==> config.mk <==
export PLATFORM = sky130hd
export DESIGN_NAME = iosd_io_space
export DESIGN_NICKNAME = d
export VERILOG_FILES = /design/src/core/iosd_io_space.v
export VERILOG_INCLUDE_DIRS = /design/src /design/src/core
export SDC_FILE = /design/constraint.sdc
export NUM_CORES = 1
export LEC_CHECK = 0
export CORE_ASPECT_RATIO = 1.75
export CORE_MARGIN = 2
export CORE_UTILIZATION = 50
export CTS_CLUSTER_SIZE = 12
export DETAILED_ROUTE_END_ITERATION = 8
export DONT_BUFFER_PORTS = 1
export PLACE_DENSITY_LB_ADDON = 0.05
export SLEW_MARGIN = 20
export SYNTH_ARGS = -nofsm -noshare
export SYNTH_HDL_FRONTEND = slang
export SYNTH_SLANG_ARGS = --single-unit
export TNS_END_PERCENT = 20
==> constraint.sdc <==
create_clock -name CLK_SYS -period 1.77 [get_ports CLK_SYS]
set_input_delay 0 -clock CLK_SYS [delete_from_list [all_inputs] [get_ports CLK_SYS]]
set_output_delay 0 -clock CLK_SYS [all_outputs]
set_load 0.03 [all_outputs]
==> src/core/iosd_defines.vh <==
// constants for the io space access decoder
// What this block does
// - every io location is reachable by load and store to its data-space address
// - short-form in and out use a 64-entry index mapped at index plus 0x20
// - bit set and bit clear act only on io indices 0x00 to 0x1f
// - skip-if-bit tests read one chosen bit of a low-range register
// - extended range 0x60 to 0xff is reached by load and store only
// - status flags clear on a written one; a written zero leaves them alone
// - bit set and clear touch only the addressed bit, other flags survive
// - three plain scratch registers; those in the low range are bit-addressable
// - second scratch register is eight bits read-write, resets to zero
`ifndef IOSD_DEFINES_VH
`define IOSD_DEFINES_VH

// data-space addresses of implemented registers
`define IOSD_IO_BASE      8'h20
`define IOSD_ADDR_FLAGS   8'h36
`define IOSD_ADDR_SCR0    8'h3e
`define IOSD_ADDR_SCR1    8'h4a
`define IOSD_ADDR_SCR2    8'h4b
`define IOSD_ADDR_FLAGEN  8'h60

// reset values
`define IOSD_RST_SCR      8'h00
`define IOSD_RST_FLAGS    8'h00
`define IOSD_RST_FLAGEN   8'h00
`define IOSD_ZERO_BYTE    8'h00

// widths
`define IOSD_DW           8
`define IOSD_AW           8
`define IOSD_IOW          6
`define IOSD_BITW         5

`endif

==> src/core/iosd_io_space.v <==
// io space access decoder with scratch, status flag and flag enable registers
`timescale 1ns/10ps
`include "iosd_defines.vh"

module iosd_io_space (
	input  wire       CLK_SYS,        // core clock
	input  wire       RST_N,          // async reset, active low
	input  wire       LDST_RD,        // load from data address
	input  wire       LDST_WR,        // store to data address
	input  wire [7:0] LDST_ADDR,      // data-space address
	input  wire       PORT_RD,        // short-form port input
	input  wire       PORT_WR,        // short-form port output
	input  wire [5:0] PORT_IDX,       // short-form io index
	input  wire       BIT_SET,        // bit set instruction
	input  wire       BIT_CLR,        // bit clear instruction
	input  wire       BIT_TEST,       // skip-if-bit test
	input  wire [4:0] BIT_IDX,        // low-range io index
	input  wire [2:0] BIT_SEL,        // bit number
	input  wire [7:0] WDATA,          // write data
	input  wire [7:0] FLAG_EVENT,     // status events, same clock
	output reg  [7:0] RDATA,          // read data
	output reg        RD_VALID,       // read data valid pulse
	output reg        BIT_VALUE,      // tested bit value
	output reg        BIT_VALID,      // tested bit valid pulse
	output reg        ADDR_MISS       // access in the previous cycle hit nothing
);

	// ****************************************
	// request decode
	// ****************************************
	reg  [7:0] scr0;
	reg  [7:0] scr1;
	reg  [7:0] scr2;
	reg  [7:0] flags;
	reg  [7:0] flag_en;

	// request kinds
	wire       ls_req   = LDST_RD | LDST_WR;
	wire       port_req = PORT_RD | PORT_WR;
	wire       bit_req  = BIT_SET | BIT_CLR | BIT_TEST;

	// port index is only six bits wide, so it can never land in the extended range
	wire [7:0] port_addr = {2'b00, PORT_IDX} + `IOSD_IO_BASE;
	// bit index is only five bits wide, limiting bit ops to the low range
	wire [7:0] bit_addr  = {3'b000, BIT_IDX} + `IOSD_IO_BASE;

	// load/store first, then port, then bit ops
	// a lower request in the same cycle is dropped, not queued
	reg  [7:0] acc_addr;
	reg        acc_rd;
	reg        acc_wr;
	reg        acc_bset;
	reg        acc_bclr;
	reg        acc_btest;
	always @* begin
		acc_addr  = `IOSD_ZERO_BYTE;
		acc_rd    = 1'b0;
		acc_wr    = 1'b0;
		acc_bset  = 1'b0;
		acc_bclr  = 1'b0;
		acc_btest = 1'b0;
		if (ls_req) begin
			acc_addr = LDST_ADDR;
			acc_rd   = LDST_RD;
			acc_wr   = LDST_WR;
		end else if (port_req) begin
			acc_addr = port_addr;
			acc_rd   = PORT_RD;
			acc_wr   = PORT_WR;
		end else if (bit_req) begin
			acc_addr  = bit_addr;
			acc_bset  = BIT_SET;
			acc_bclr  = BIT_CLR;
			acc_btest = BIT_TEST;
		end
	end

	// one compare per implemented register
	wire hit_scr0   = (acc_addr == `IOSD_ADDR_SCR0);
	wire hit_scr1   = (acc_addr == `IOSD_ADDR_SCR1);
	wire hit_scr2   = (acc_addr == `IOSD_ADDR_SCR2);
	wire hit_flags  = (acc_addr == `IOSD_ADDR_FLAGS);
	wire hit_flagen = (acc_addr == `IOSD_ADDR_FLAGEN);
	wire hit_any    = hit_scr0 | hit_scr1 | hit_scr2 | hit_flags | hit_flagen;
	wire any_acc    = acc_rd | acc_wr | acc_bset | acc_bclr | acc_btest;

	// ****************************************
	// read path
	// ****************************************
	// anything not decoded falls through to zero
	reg  [7:0] rd_mux;
	always @* begin
		rd_mux = `IOSD_ZERO_BYTE;
		if (hit_scr0)
			rd_mux = scr0;
		else if (hit_scr1)
			rd_mux = scr1;
		else if (hit_scr2)
			rd_mux = scr2;
		else if (hit_flags)
			rd_mux = flags;
		else if (hit_flagen)
			rd_mux = flag_en;
	end

	// ****************************************
	// write data forming
	// ****************************************
	// one-hot mask of the selected bit
	wire [7:0] bit_mask  = 8'h01 << BIT_SEL;
	wire       bit_op    = acc_bset | acc_bclr;
	// plain register value after a byte write
	wire [7:0] set_val   = WDATA;
	// scratch next value, other bits kept on bit ops
	function [7:0] scr_next;
		input [7:0] cur;
		begin
			if (acc_bset)
				scr_next = cur | bit_mask;
			else if (acc_bclr)
				scr_next = cur & ~bit_mask;
			else
				scr_next = set_val;
		end
	endfunction

	// ones that clear flags: byte write uses data, bit set only its own bit
	wire [7:0] flag_clr = (hit_flags & acc_wr)   ? WDATA    :
	                      (hit_flags & acc_bset) ? bit_mask :
	                      `IOSD_ZERO_BYTE;

	// ****************************************
	// write enables and next values
	// ****************************************
	wire       we_scr0   = hit_scr0 & (acc_wr | bit_op);
	wire       we_scr1   = hit_scr1 & acc_wr;
	wire       we_scr2   = hit_scr2 & acc_wr;
	wire       we_flagen = hit_flagen & acc_wr;
	reg  [7:0] next_scr0;
	reg  [7:0] next_scr1;
	reg  [7:0] next_scr2;
	reg  [7:0] next_flag_en;
	always @* begin
		next_scr0    = scr0;
		next_scr1    = scr1;
		next_scr2    = scr2;
		next_flag_en = flag_en;
		// of the scratch and enable registers only scr0 sits low enough for bit ops
		if (we_scr0)
			next_scr0 = scr_next(scr0);
		// scr1 and scr2 take whole bytes only
		if (we_scr1)
			next_scr1 = WDATA;
		if (we_scr2)
			next_scr2 = WDATA;
		// enable sits in the extended range, load/store only
		if (we_flagen)
			next_flag_en = WDATA;
	end

	// ****************************************
	// scratch and enable registers
	// ****************************************
	always @(posedge CLK_SYS or negedge RST_N) begin
		if (!RST_N) begin
			scr0    <= `IOSD_RST_SCR;
			scr1    <= `IOSD_RST_SCR;
			scr2    <= `IOSD_RST_SCR;
			flag_en <= `IOSD_RST_FLAGEN;
		end else begin
			scr0    <= next_scr0;
			scr1    <= next_scr1;
			scr2    <= next_scr2;
			flag_en <= next_flag_en;
		end
	end

	// ****************************************
	// status flags, set wins over clear
	// ****************************************
	wire [7:0] flag_set = FLAG_EVENT & flag_en;
	wire [7:0] next_flags;
	genvar gi;
	generate
		for (gi = 0; gi < `IOSD_DW; gi = gi + 1) begin : g_flag
			// an event in the clearing cycle must not be lost
			assign next_flags[gi] = flag_set[gi] | (flags[gi] & ~flag_clr[gi]);
		end
	endgenerate

	always @(posedge CLK_SYS or negedge RST_N) begin
		if (!RST_N) begin
			flags <= `IOSD_RST_FLAGS;
		end else begin
			flags <= next_flags;
		end
	end

	// ****************************************
	// answers
	// ****************************************
	always @(posedge CLK_SYS or negedge RST_N) begin
		if (!RST_N) begin
			RDATA     <= `IOSD_ZERO_BYTE;
			RD_VALID  <= 1'b0;
			BIT_VALUE <= 1'b0;
			BIT_VALID <= 1'b0;
			ADDR_MISS <= 1'b0;
		end else begin
			// strobes stand one cycle, data holds until the next read or test
			RD_VALID  <= acc_rd;
			BIT_VALID <= acc_btest;
			ADDR_MISS <= any_acc & ~hit_any;
			if (acc_rd)
				RDATA <= rd_mux;
			if (acc_btest)
				BIT_VALUE <= rd_mux[BIT_SEL];
		end
	end

endmodule
==> flow_summary.json <==
{
  "num_antenna_cells": 0,
  "grt-ovfl-total": 0,
  "ir_drop_uv": 664.3,
  "hold_slack_ns": 0.01251,
  "hold_viol": 0,
  "power_density_nw_per_um2": 734.2,
  "avgViaCountPerCell": 5.946,
  "htree_levels": 2,
  "die_y_um": 103.5,
  "critPathTopFamily": "compound AO/OA/AOI/OAI gates",
  "wirelength_um": 8577,
  "synth-edff-count": 0,
  "p_leak_nw": 1.705,
  "start_util": 0.5150,
  "cp_data_required_time_ns": 2.03,
  "drt_iter0_drc": 123,
  "fin_worst_skew_ns": 0.006415,
  "cts_tree": "yes",
  "grt_pass1_wl_um": 13070,
  "hold_class": "input pin to flip-flop",
  "cts_buffer_depth": 2,
  "end_kind": "flip-flop",
  "crit_fanout": 10,
  "met3_usage": 0.04744,
  "grt_max_degree": 53,
  "ys_seq_area_frac": 0.4598,
  "syn_to_final_growth_pct": 34.35,
  "worst_slew_margin_rel": 0.6887,
  "synth_top_area_cell": "dfrtp_1",
  "final_cell_count_no_fill": 442,
  "synthesis.instances": 301,
  "insertion_delay_ns": 0.32,
  "grt_pass1_vias": 2699,
  "netlist_area_sq_um": 2830,
  "slowest_stage": "or4b_4",
  "top_usage_layer": "met2",
  "layout_setup_ws_ns": -0.2911,
  "fin_crit_sh": 1.164,
  "port_buffers": 0,
  "fmax_mhz": 485.2,
  "synth_ff_type": "dfrtp_1",
  "final-max-slew-violation-count": 0,
  "synth_top_area_share": 0.4598,
  "max_stage_delay_ns": 0.51,
  "cts_made_buffers": 5,
  "drt_pre_antenna_iters": 4,
  "clock-sinks": 52,
  "cp.arrival_ns": 2.32,
  "ant_nets": 0,
  "syn_area_per_cell_sq_um": 9.403,
  "path_buf_inv": 1,
  "setup_violations": 47,
  "syn_nets": 348,
  "synthArstFlopShare": 1.000,
  "netlist_top_cells_area": "dfrtp_1, mux2_2, nand2_1",
  "yosysUniqueCellTypes": 46,
  "stdcell_area_sq_um": 3802,
  "fillers": 429,
  "finalNetCount": 412,
  "die-area_sq_um": 6302,
  "failed_checks": "negative setup slack",
  "ys_seq_elements": 52,
  "clockRootBuffer": "clkbuf_8",
  "rsz0062_at_grt": "true",
  "met1_usage": 0.3229,
  "use_met2": 0.4654,
  "ios": 59,
  "finalCriticalPeriod_ns": 2.061,
  "yosys_warnings": 0,
  "maxCapViolations": 0,
  "worst_slew_pin_slew_ns": 0.4670,
  "coreArea_sq_um": 5495,
  "antenna_found_initial": 0,
  "place_area_sq_um": 3193,
  "vias": 2628,
  "power.total_mw": 2.792,
  "drc": 0,
  "place_congestion": 0.9508,
  "grt_util_all_layers": 0.2780,
  "drive_above_1_share": 0.3060,
  "dp_hpwl_um": 5896,
  "critPathLaunchType": "input pin",
  "rows": 36,
  "critical_path.cell_chain": "or3_4 > a311o_1 > o2bb2ai_2 > or4b_4 > buf_8 > o211ai_1 > o2111ai_1 > a41oi_1 > a32o_1",
  "fp.dieW_um": 60.87,
  "clk_pin_slew_worst_paths_ns": 0.09,
  "routedWlPerCell_um": 19.40,
  "dp.cells": 401,
  "status": "complete, but fails checks",
  "critical_path_class": "input pin to flip-flop"
}
area by class of cell:
type,instances,area (sq um),share of cell area
clock inverter,2,10.01,0.002632
clock buffer,6,82.58,0.02172
tap,76,95.09,0.02501
inverter,6,22.52,0.005923
multi-input combinational,228,1609,0.4232
timing repair buffer,72,681.9,0.1793
sequential,52,1301,0.3422
state kept, by name, summed over array words and instances (netlist names):
register,cells
scr2,8
ADDR_MISS,1
scr0,8
flag_en,8
RD_VALID,1
BIT_VALID,1
flags,8
BIT_VALUE,1
scr1,8
RDATA,8
stage by stage:
| stage | setup WS, ns | TNS, ns | util |
|---|---|---|---|
| after CTS | -0.2810 | -7.183 | 0.6680 |
| after floorplan | -0.7060 | -23.37 | - |
| final | -0.2911 | -6.552 | 0.6919 |
| after global routing | -0.3400 | -9.516 | 0.6919 |
| after global placement | -0.7288 | -26.74 | 0.5811 |
| after detailed placement | -0.7737 | -28.71 | 0.5811 |
repair_timing:
item / 4_1_cts / 5_1_grt
hold buffers: 29 / 0
pin swaps: 4 / 5
endpoints found under the setup margin: 49 / 49
buffers inserted: 1 / 3
endpoints found under the hold margin: 96 / 0
resized for setup: 15 / 26
per-layer routing:
metal / up-vias / share of wire
li1: 1228 / -
met5: - / 0
met3: 23 / 0.055
met2: 99 / 0.54
met1: 1278 / 0.37
met4: 0 / 0.036
tightest hold or removal path: cells and delay by family:
kind            cells  cell delay, ns
simple gates        2            0.10
compound gates      1            0.04
buf+inv             1            0.15
where the power goes:
group / switching (mW) / internal, mW
clock network: 0.410 / 0.313
logic: 0.288 / 0.284
registers: 0.124 / 1.37
total: 0.822 / 1.97
synthesized netlist by cell type, drive strengths merged, types with 6 or more instances:
cell and number:
nand2 40, o21ai 27, mux2i 11, nor2 30
mux2 28, inv 6, clkbuf 12, nor3 6
a21oi 23, nand3 7, dfrtp 52
path summary, 6_finish.rpt:
path / endpoint / slack, ns / startpoint / cells after the start
worst max-delay path: BIT_VALUE / -0.29 / BIT_SET / 9
max in group asynchronous: flags[0] / 1.32 / RST_N / 2
worst min-delay path: RDATA[4] / 0.01 / PORT_RD / 4
worst max register to register: BIT_VALUE / 0.18 / scr2[5] / 5
worst min register to register: flags[2] / 0.49 / flags[2] / 2
min in group asynchronous: scr0[6] / 0.22 / RST_N / 2
cell usage in the layout, fill, tap and decap left out, types with 3 or more instances in the layout:
master         Yosys  routed
dfrtp_1           52      52
nand2_1           40      40
buf_4              0      35
nor2_1            30      28
mux2_2            28      28
dlygate4sd3_1      0      28
a21oi_1           23      22
o21ai_1           14      18
mux2i_1           11      11
o21ai_0           13       6
clkbuf_8           0       6
nand3_1            7       5
inv_1              5       5
nor3_1             6       5
buf_6              0       5
o21a_1             4       4
a31oi_1            4       4
or2_2              3       3
o221ai_2           0       3
o21ai_2            0       3
o211ai_1           3       3
cells by family after synthesis:
| group | Yosys count | synth area share |
|---|---|---|
| AOI/OAI and AO/OA | 87 | 0.1967 |
| buffers and inverters | 21 | 0.02873 |
| DFF | 52 | 0.4598 |
| muxes | 39 | 0.1503 |
| and+or+nand+nor | 102 | 0.1645 |
(Power assumes the default switching activity.)
